File: src/sgca_defs.vh
// Purpose: Shared constants for the serial GPIO command front end.
// Assumes: Plain Verilog-2005 tools.
// Notes: Offsets are command addresses in the seven-bit address field.
`ifndef SGCA_DEFS_VH
`define SGCA_DEFS_VH
`define SGCA_WORD_W 16
`define SGCA_RW_BIT 15
`define SGCA_ADDR_HI 14
`define SGCA_ADDR_LO 8
`define SGCA_DATA_HI 7
`define SGCA_ADDR_NOP 7'h00
`define SGCA_ADDR_CONFIG 7'h04
`define SGCA_ADDR_MASK 7'h06
`define SGCA_CONFIG_RUN_BIT 0
`define SGCA_CONFIG_WATCH_BIT 7
`define SGCA_CONFIG_RESET 8'h00
`define SGCA_MASK_RESET 7'h00
`define SGCA_WATCH_W 7
`endif

File: src/sgca_change_detect.v
// Purpose: Port change alert with snapshot, mask and one-shot arming.
// Assumes: Port levels already synchronised to ref_clk.
// Notes: Set of the alert wins over a mask-access clear in the same cycle; an arm write wins over both.
`timescale 1ns/1ps
`include "sgca_defs.vh"
module sgca_change_detect #(
   parameter WIDTH = 7
) (
   input wire ref_clk,
   input wire reset_n,
   input wire [WIDTH-1:0] port_level,
   input wire [WIDTH-1:0] watch_mask,
   input wire arm_write,
   input wire disarm_write,
   input wire mask_access,
   output reg armed,
   output reg alert
);
   reg [WIDTH-1:0] snapshot;
   wire change_seen;
   assign change_seen = armed && (|((port_level ^ snapshot) & watch_mask));
   always @(posedge ref_clk or negedge reset_n) begin
      if (!reset_n) begin
         snapshot <= {WIDTH{1'b0}};
         armed <= 1'b0;
         alert <= 1'b0;
      end else begin
         if (arm_write) begin
            snapshot <= port_level;
            armed <= 1'b1;
            alert <= 1'b0;
         end else begin
            if (disarm_write || change_seen) begin
               armed <= 1'b0;
            end
            // The alert stays latched until the mask register is touched or an arm write occurs.
            if (change_seen) begin
               alert <= 1'b1;
            end else if (mask_access) begin
               alert <= 1'b0;
            end
         end
      end
   end
endmodule

File: src/sgca_sync2.v
// Purpose: Two flip-flop synchroniser for a vector of pin levels.
// Assumes: Inputs are asynchronous to clk.
// Notes: The first stage feeds only the second stage.
`timescale 1ns/1ps
module sgca_sync2 #(
   parameter WIDTH = 1,
   // Each bit resets to the idle level of its pin, so no false edge follows reset.
   parameter [WIDTH-1:0] RESET_VAL = {WIDTH{1'b0}}
) (
   input wire clk,
   input wire reset_n,
   input wire [WIDTH-1:0] async_in,
   output reg [WIDTH-1:0] sync_out
);
   reg [WIDTH-1:0] stage1;
   always @(posedge clk or negedge reset_n) begin
      if (!reset_n) begin
         stage1 <= RESET_VAL;
         sync_out <= RESET_VAL;
      end else begin
         stage1 <= async_in;
         sync_out <= stage1;
      end
   end
endmodule

File: src/sgca_top.v
// Purpose: Serial command front end of a GPIO expander with change alert.
// Assumes: ref_clk is much faster than the serial clock; pins are asynchronous.
// Notes: Serial clock edges are found by sampling after two flip-flops.
// What this block does
// - Input bits reappear on output 15.5 clocks later, launched on falling clock.
// - A write to command address zero is a no-op that changes nothing; a read there returns 8'h00.
// - Sixteen-bit shift register captures data on rising clock while selected.
// - With select high, clock edges shift nothing and change no state.
// - Select rising copies the shift register into a latch and executes it.
// - With more than sixteen bits, only the last sixteen are kept.
// - Read has top bit one, seven address bits, eight discarded dummy bits.
// - After a read, select rising loads the low byte with register data.
// - Read data shifts out during the next command as its second byte.
// - Reset clears control registers and starts in shutdown.
// - A watched change raises the active-high alert without naming the port.
// - Seven-bit mask chooses which watched ports are compared.
// - Detection works whether a watched port is input or output.
// - Configuration write with watch bit set refreshes the seven-bit snapshot.
// - That write arms detection and lowers alert; stays armed until cleared.
// - Any armed difference, even brief, latches the alert high.
// - Only a mask register access or an arming config write clears the latched alert.
// - When alert sets detection is disarmed until re-armed by config write.
// - Shutdown forces ports to input and pull-ups off, registers kept.
// - Serial output is always driven, never high impedance.
`timescale 1ns/1ps
`include "sgca_defs.vh"
module sgca_top #(
   parameter WATCH_W = `SGCA_WATCH_W
) (
   input wire ref_clk,
   input wire reset_n,
   input wire sclk,
   input wire cs_n,
   input wire din,
   output reg dout,
   input wire [WATCH_W-1:0] watched_ports,
   output reg alert_port,
   output reg shutdown,
   output reg [7:0] config_reg,
   output reg [WATCH_W-1:0] watch_mask,
   output reg write_strobe,
   output reg [6:0] write_addr,
   output reg [7:0] write_data,
   output reg read_strobe,
   output reg [6:0] read_addr,
   input wire [7:0] ext_read_data
);
   localparam ST_IDLE = 2'b01;
   localparam ST_SEL = 2'b10;

   wire sclk_s;
   wire cs_n_s;
   wire din_s;
   wire [WATCH_W-1:0] ports_s;
   reg sclk_d;
   reg [1:0] state;
   reg [`SGCA_WORD_W-1:0] shifter;
   reg [`SGCA_WORD_W-1:0] cmd_latch;
   reg arm_write;
   reg disarm_write;
   reg mask_access;
   wire armed;
   wire alert;
   wire sclk_rise;
   wire sclk_fall;
   wire [6:0] cmd_addr;
   wire cmd_read;
   reg [7:0] read_value;

   // Address match used by the command execute decodes; the readback case does its own match.
   function addr_hit;
      input [6:0] addr;
      input [6:0] target;
      begin
         addr_hit = (addr == target);
      end
   endfunction

   // The select pin idles high, so its synchroniser resets high; a low reset value
   // would look like a select pulse and execute a stale command after reset.
   sgca_sync2 #(
      .WIDTH(3 + WATCH_W),
      .RESET_VAL({1'b0, 1'b1, 1'b0, {WATCH_W{1'b0}}})
   ) u_sync (
      .clk(ref_clk),
      .reset_n(reset_n),
      .async_in({sclk, cs_n, din, watched_ports}),
      .sync_out({sclk_s, cs_n_s, din_s, ports_s})
   );

   sgca_change_detect #(.WIDTH(WATCH_W)) u_detect (
      .ref_clk(ref_clk),
      .reset_n(reset_n),
      .port_level(ports_s),
      .watch_mask(watch_mask),
      .arm_write(arm_write),
      .disarm_write(disarm_write),
      .mask_access(mask_access),
      .armed(armed),
      .alert(alert)
   );

   // Edges are honoured only while selected, so other traffic is ignored.
   assign sclk_rise = sclk_s && !sclk_d && !cs_n_s;
   assign sclk_fall = !sclk_s && sclk_d && !cs_n_s;
   assign cmd_addr = shifter[`SGCA_ADDR_HI:`SGCA_ADDR_LO];
   assign cmd_read = shifter[`SGCA_RW_BIT];

   // Register readback for the addresses this block owns; others come from outside.
   always @* begin
      case (cmd_addr)
         `SGCA_ADDR_CONFIG: read_value = config_reg;
         `SGCA_ADDR_MASK: read_value = {1'b0, watch_mask};
         `SGCA_ADDR_NOP: read_value = 8'h00;
         default: read_value = ext_read_data;
      endcase
   end

   always @(posedge ref_clk or negedge reset_n) begin
      if (!reset_n) begin
         sclk_d <= 1'b0;
         state <= ST_IDLE;
         shifter <= 16'h0000;
         cmd_latch <= 16'h0000;
         dout <= 1'b0;
         config_reg <= `SGCA_CONFIG_RESET;
         watch_mask <= `SGCA_MASK_RESET;
         shutdown <= 1'b1;
         alert_port <= 1'b0;
         arm_write <= 1'b0;
         disarm_write <= 1'b0;
         mask_access <= 1'b0;
         write_strobe <= 1'b0;
         write_addr <= 7'h00;
         write_data <= 8'h00;
         read_strobe <= 1'b0;
         read_addr <= 7'h00;
      end else begin
         sclk_d <= sclk_s;
         arm_write <= 1'b0;
         disarm_write <= 1'b0;
         mask_access <= 1'b0;
         write_strobe <= 1'b0;
         read_strobe <= 1'b0;
         alert_port <= alert;
         shutdown <= ~config_reg[`SGCA_CONFIG_RUN_BIT];
         if (sclk_rise) begin
            shifter <= {shifter[`SGCA_WORD_W-2:0], din_s};
         end
         if (sclk_fall) begin
            // The top bit was shifted in 15.5 serial clocks before this edge.
            dout <= shifter[`SGCA_WORD_W-1];
         end
         case (state)
            ST_IDLE: begin
               // Shifter and dout hold while deselected.
               if (!cs_n_s) begin
                  state <= ST_SEL;
               end
            end
            ST_SEL: begin
               if (cs_n_s) begin
                  state <= ST_IDLE;
                  cmd_latch <= shifter;
                  if (cmd_read) begin
                     shifter[`SGCA_DATA_HI:0] <= read_value;
                     read_strobe <= 1'b1;
                     read_addr <= cmd_addr;
                     if (addr_hit(cmd_addr, `SGCA_ADDR_MASK)) begin
                        mask_access <= 1'b1;
                     end
                  end else if (!addr_hit(cmd_addr, `SGCA_ADDR_NOP)) begin
                     write_strobe <= 1'b1;
                     write_addr <= cmd_addr;
                     write_data <= shifter[`SGCA_DATA_HI:0];
                     if (addr_hit(cmd_addr, `SGCA_ADDR_CONFIG)) begin
                        config_reg <= shifter[`SGCA_DATA_HI:0];
                        if (shifter[`SGCA_CONFIG_WATCH_BIT]) begin
                           arm_write <= 1'b1;
                        end else begin
                           disarm_write <= 1'b1;
                        end
                     end
                     if (addr_hit(cmd_addr, `SGCA_ADDR_MASK)) begin
                        watch_mask <= shifter[WATCH_W-1:0];
                        mask_access <= 1'b1;
                     end
                  end
               end
            end
            default: state <= ST_IDLE;
         endcase
      end
   end
endmodule

File: config.mk
export PLATFORM = sky130hd
export DESIGN_NAME = sgca_top
export DESIGN_NICKNAME = d
export VERILOG_FILES = /design/src/sgca_change_detect.v /design/src/sgca_sync2.v /design/src/sgca_top.v
export VERILOG_INCLUDE_DIRS = /design/src
export SDC_FILE = /design/constraint.sdc
export NUM_CORES = 1
export LEC_CHECK = 0
export BUFFER_PORTS_ARGS = -buffer_cell sky130_fd_sc_hd__buf_2
export CELL_PAD_IN_SITES_DETAIL_PLACEMENT = 0
export CELL_PAD_IN_SITES_GLOBAL_PLACEMENT = 1
export CORE_MARGIN = 2
export CORE_UTILIZATION = 44
export DETAILED_ROUTE_END_ITERATION = 12
export GPL_ROUTABILITY_DRIVEN = 0
export PLACE_DENSITY = 0.85
export SETUP_SLACK_MARGIN = 0.05
export SYNTH_ARGS = -nofsm -noshare
export SYNTH_HDL_FRONTEND = slang
export SYNTH_SLANG_ARGS = --single-unit
File: constraint.sdc
create_clock -name ref_clk -period 2.9 [get_ports ref_clk]
set_input_delay 0.29 -clock ref_clk [delete_from_list [all_inputs] [get_ports ref_clk]]
set_output_delay 0.29 -clock ref_clk [all_outputs]
set_load 0.02 [all_outputs]
==> Yosys cells after proc, flatten, opt, wreduce, memory -nomap -nowiden <==
Cells that the tools add are included.
{ "op_classes": {"eq_ne": 6, "reduce_logical": 18, "bitwise": 5, "muxes": 37} }
{ "ops": {"columns": ["operator", "count"], "rows": [
  ["$mux W8", 4],
  ["$mux W1", 29],
  ["$pmux W8 S3", 1],
  ["$eq A7 B3 Y1 const B", 2],
  ["$reduce_and A5 Y1", 2],
  ["$and A7 B7 Y7", 1],
  ["$logic_not A7 Y1", 1],
  ["$reduce_or A7 Y1", 1],
  ["$xor A7 B7 Y7", 1],
  ["$logic_and A1 B1 Y1", 5],
  ["$mux W2", 2],
  ["$pmux W2 S2", 1],
  ["$reduce_and A4 Y1", 1],
  ["$logic_not A1 Y1", 3],
  ["$not A1 Y1", 3],
  ["$reduce_and A3 Y1", 1],
  ["$reduce_bool A3 Y1", 1],
  ["$eq A2 B1 Y1 const B", 1],
  ["$eq A2 B2 Y1 const B", 1],
  ["$ne A2 B1 Y1 const B", 1],
  ["$ne A2 B2 Y1 const B", 1],
  ["$reduce_and A2 Y1", 1],
  ["$reduce_bool A2 Y1", 1],
  ["$logic_or A1 B1 Y1", 1]
]} }
{ "word_totals": {"word_cells": 88, "reg_bits": 93} }

==> Longest topological paths before layout <==
{ "logic_depth": {"ltp_word": 7, "depth_mapped": 6, "mapped_depth_nobuf": 4} }

==> Modules after synthesis <==
From an unflattened synthesis, not the netlist that was laid out.
{ "unflattened": {"cells_unflattened": 274, "area_unflattened_um2": 3549.7} }
{ "modules_own_cells": {"columns": ["mod", "instances", "cells_each", "area_per_inst_um2", "seq_area_each_um2"], "rows": [
  ["sgca_top", 1, 220, 2610.0, 1604.0],
  ["sgca_sync2", 1, 20, 503.0, 503.0],
  ["sgca_change_detect", 1, 34, 436.7, 225.2]
]} }

==> Worst setup path after synthesis <==
OpenSTA, ideal clock, no wires.
{ "synth_timing": {"path_kind": "register to register", "start": "reg shifter[13]", "end": "reg config_reg[0]", "t_required_ps": 2775, "path_stages_with_launch": 6, "path_slack_ps": 684, "t_arrival_ps": 2091, "cell_sequence": "dfrtp_1 or4_4 or3_4 or3_1 buf_6 mux2_4"} }
{ "synth_between": {"elab_chain_cells": 3} }
{ "synth_lines": {"columns": ["element", "line_no", "source"], "rows": [
  ["start: declaration", "sgca_top.v:57", "reg [`SGCA_WORD_W-1:0] shifter;"],
  ["start signal: assignment", "sgca_top.v:148", "shifter <= {shifter[`SGCA_WORD_W-2:0], din_s};"],
  ["start signal: indexed assignment", "sgca_top.v:166", "shifter[`SGCA_DATA_HI:0] <= read_value;"],
  ["$logic_not A7 Y1", "sgca_top.v:75", "addr_hit = (addr == target);"],
  ["$not A1 Y1 (no source line)", null, null],
  ["$reduce_and A5 Y1 (no source line) (*)", null, null],
  ["end signal: assignment", "sgca_top.v:126", "config_reg <= `SGCA_CONFIG_RESET;"],
  ["end signal: assignment", "sgca_top.v:177", "config_reg <= shifter[`SGCA_DATA_HI:0];"],
  ["end: declaration", "sgca_top.v:39", "output reg [7:0] config_reg,"]
]} }
Mark *: on every way between the ends. The rest lies on a longest branch, timed or not.
A chain may end at the register's enable or synchronous reset.

==> Final worst setup path <==
{ "layout_timing": {"start": "reg shifter[13]", "end": "reg config_reg[4]"} }
The elaborated chain is that of the path after synthesis.

==> results_dict.tcl <==
set metrics [dict create \
    run_status "finished clean" \
    drt_pre_antenna_iters 4 \
    starting_density_of_the_core_pct 45.7 \
    ys_async_sr_fraction_pct 100 \
    core_area_um2 7810 \
    power.combinational.fraction_pct 17.7 \
    critical_path.cell_chain "or4_4, or3_4, or3_1, mux2_4" \
    yosys.cell_count.top_type "dfrtp_1" \
    largest_buffer_count_on_any_clock_path 2 \
    flop_and_latch_count_out_of_synthesis 93 \
    port-buffer-count 61 \
    setup_viol 0 \
    tritoncts_num_sinks 93 \
    largest_register "shifter" \
    ys_types 37 \
    rrSetupSlack_ns 0.40 \
    worstReg2RegStart "shifter[13]" \
    cts_resized 0 \
    timing.critical_path.fanout_max 10 \
    area_growth_syn_to_layout_pct 18.5 \
    floorplan.rows 32 \
    seq_area_frac_synth_pct 65.4 \
    r2r.worst_path.cells 4 \
    dp_hpwl_mm 4.86 \
    maximum_number_of_pins_on_one_net_before_global_route_repair 57 \
    crit_required_ns 3.14 \
    critical_path.startpoint "shifter[13]" \
    io_pins 62 \
    synth.top_cells.by_count "89 x dfrtp_1, 55 x nand2_1, 34 x mux2_2" \
    die_height_um 94.0 \
    grt_first_pass_wirelength_mm 11.7 \
    num-nets-final 357 \
    relSlewSlack_pct 58.6 \
    internal-power_mw 2.22 \
    viasPerCell 5.00 \
    post_route_cells_drive_above_1_share_pct 38.9 \
    postCtsSetupBuffers 0 \
    clock_power_share_pct 30.2 \
    net_switching_fraction_of_the_power_pct 29.2 \
    synth-edff-count 0 \
    timing_hold_violations_final 0 \
    ff_latch_area_um2 2330 \
    dr.first_iter.drc_count 132 \
    grt_usage_pct 17.7 \
    worstSetupEndpoint "config_reg[4]" \
    rsz0062_at_grt "no" \
    setup.worst_path.class "reg2reg" \
    mappedNetlistNets 291 \
    cts_hold_buf 1 \
    endpoint_type_of_the_worst_setup_path "register" \
    worstSetupPathDepth 4 \
    synthesis.instances 271 \
    largest_reg_flops 16 \
    cp.buffers_inverters 0 \
    registers_with_the_most_flip_flops "shifter (16), u_sync.stage1 (10), u_sync.sync_out (10)" \
    tightest_slew_ns 0.620 \
    clk_pin_slew_worst_paths_ns 0.09 \
    hp-class "in2reg" \
    drcViolationCount 0 \
    overflow 0 \
    yosysTopAreaCellShare_pct 62.5 \
    placed_area_um2 3990 \
    synth-main-ff-cell "dfrtp_1" \
    syn-mean-instance-area_um2 13.2 \
    post-synth-top-area-cell "dfrtp_1" \
    p_per_cell_area_nw_per_um2 741 \
    crit_family "simple AND/OR/NAND/NOR gates" \
    detail_route.wl_per_cell_um 15.9 \
    die_width_um 94.0 \
    worstReg2RegEnd "config_reg[4]" \
    cpPeakStageDelay_ns 0.62 \
    design.die.area_um2 8840 \
    achievable-frequency_mhz 400 \
    antenna_violating_nets_post_route 0 \
    leakage_nw 2.22 \
    syn_area_um2 3560 \
    synth.top_cells.by_area "dfrtp_1 62%, mux2_2 11%, nand2_1 5.8%" \
    cell_at_the_root_of_the_clock_tree "clkbuf_8" \
    min_period_ns 2.50 \
    number_of_global_route_vias_before_repair 2271 \
    skew_ns 0.0113 \
    clock_insertion_delay_worst_skew_ns 0.36 \
    timing.critical_path.arrival_ns 2.74 \
    ys_warn_count 0 \
    cap_violations 0 \
    timing.hold.worst_path_depth 1 \
    worstSetupStartpointType "register" \
    post-route-cell-area_um2 4220 \
    power_switching_mw 0.915 \
    hp-start "watched_ports[1]" \
    number_of_fill_cells_in_the_layout 685 \
    period_share_pct 86.2 \
    final-max-slew-violation-count 0 \
    setup-tns-final_ns 0 \
    share_seq_of_total_power_pct 52.1 \
    cts_htree_levels 3 \
    num_antenna_cells 0 \
    multi_input_gate_area_um2 1150 \
    slowest_stage "or3_1" \
    number_of_antenna_violations_at_the_first_check_in_global_routing 0 \
    tritoncts.num_buffers 9 \
    cts_tree "yes" \
    drt-total-wl_mm 7.05 \
    route.vias.total 2220 \
    peakVddDrop_uv 327 \
]
## cell type report
type	instances	share of cell area [%]
well taps	102	3.02
flip-flops and latches	93	55.2
clock buffers	9	2.93
repair buffers	66	8.53
inverters	8	0.711
multi-input cells	159	27.3
clock inverters	7	2.31
## logic make-up after synthesis
kind of cell	count (synthesis)	synth area share (%)
flip-flops	93	65.4
AND/OR/NAND/NOR	80	10.5
multiplexers	43	14.4
AO/OA/AOI/OAI	28	5.44
buffers and inverters	19	2.25
XOR/XNOR	8	1.97
## power by group through the flow
stage                     Sequential, mW  Clock, mW  Combinational [mW]
final                               1.63      0.945               0.554
after floorplan                     1.71          0               0.280
after global placement              1.65          0               0.544
after global routing                1.66       1.03               0.607
after CTS                           1.63      0.968               0.563
after detailed placement            1.66          0               0.557
## how the worst min path moves through the flow
| stage | endpoint |
|---|---|
| 2_1_floorplan | alert_port |
| 3_3_place_gp | u_sync.stage1[6] |
| 3_5_place_dp | shifter[7] |
| 4_1_cts | u_sync.stage1[5] |
| 5_1_grt | u_sync.stage1[6] |
| 6_report | u_sync.stage1[1] |
## per-layer routing
| metal | routed length, um | vias to the layer above | global-route usage [%] |
|---|---|---|---|
| met4 | 111 | 0 | 6.64 |
| met1 | 3320 | 1103 | 25.4 |
| met5 | 0 | - | 0 |
| met2 | 3320 | 54 | 26.1 |
| met3 | 294 | 8 | 4.41 |
| li1 | - | 1055 | - |
## stage by stage
stage          hold slack (ns)  power [mW]  setup slack [ns]  util [%]  cells
6_report                0.0301        3.13             0.401      54.1    444
5_1_grt                0.00750        3.30             0.364      54.1    444
4_1_cts                 0.0165        3.16             0.411      54.1    444
3_5_place_dp             0.293        2.22             0.427      51.1    427
3_3_place_gp             0.284        2.19             0.465      51.1    427
2_1_floorplan         -0.00559        1.99             0.684         -    271
## layout by cell type, fill, tap and decap left out, types with 2 or more instances in the layout
master      netlist  layout
a21oi_1           8       8
a221o_1           6       6
a22oi_1           2       2
and3b_1           2       2
buf_2             1      60
buf_4             0       4
bufinv_16         0       2
clkbuf_8          0       9
clkinvlp_4        0       2
dfrtp_1          89      89
dfstp_2           4       4
inv_1             8       8
mux2_2           34      34
mux2_4            8       8
nand2_1          55      55
nand2b_1          4       4
nor2_1            5       5
nor3b_1           2       2
nor4_1            2       2
o21ai_0           6       6
xor2_1            8       8
Power figures use the tool's default switching activity.
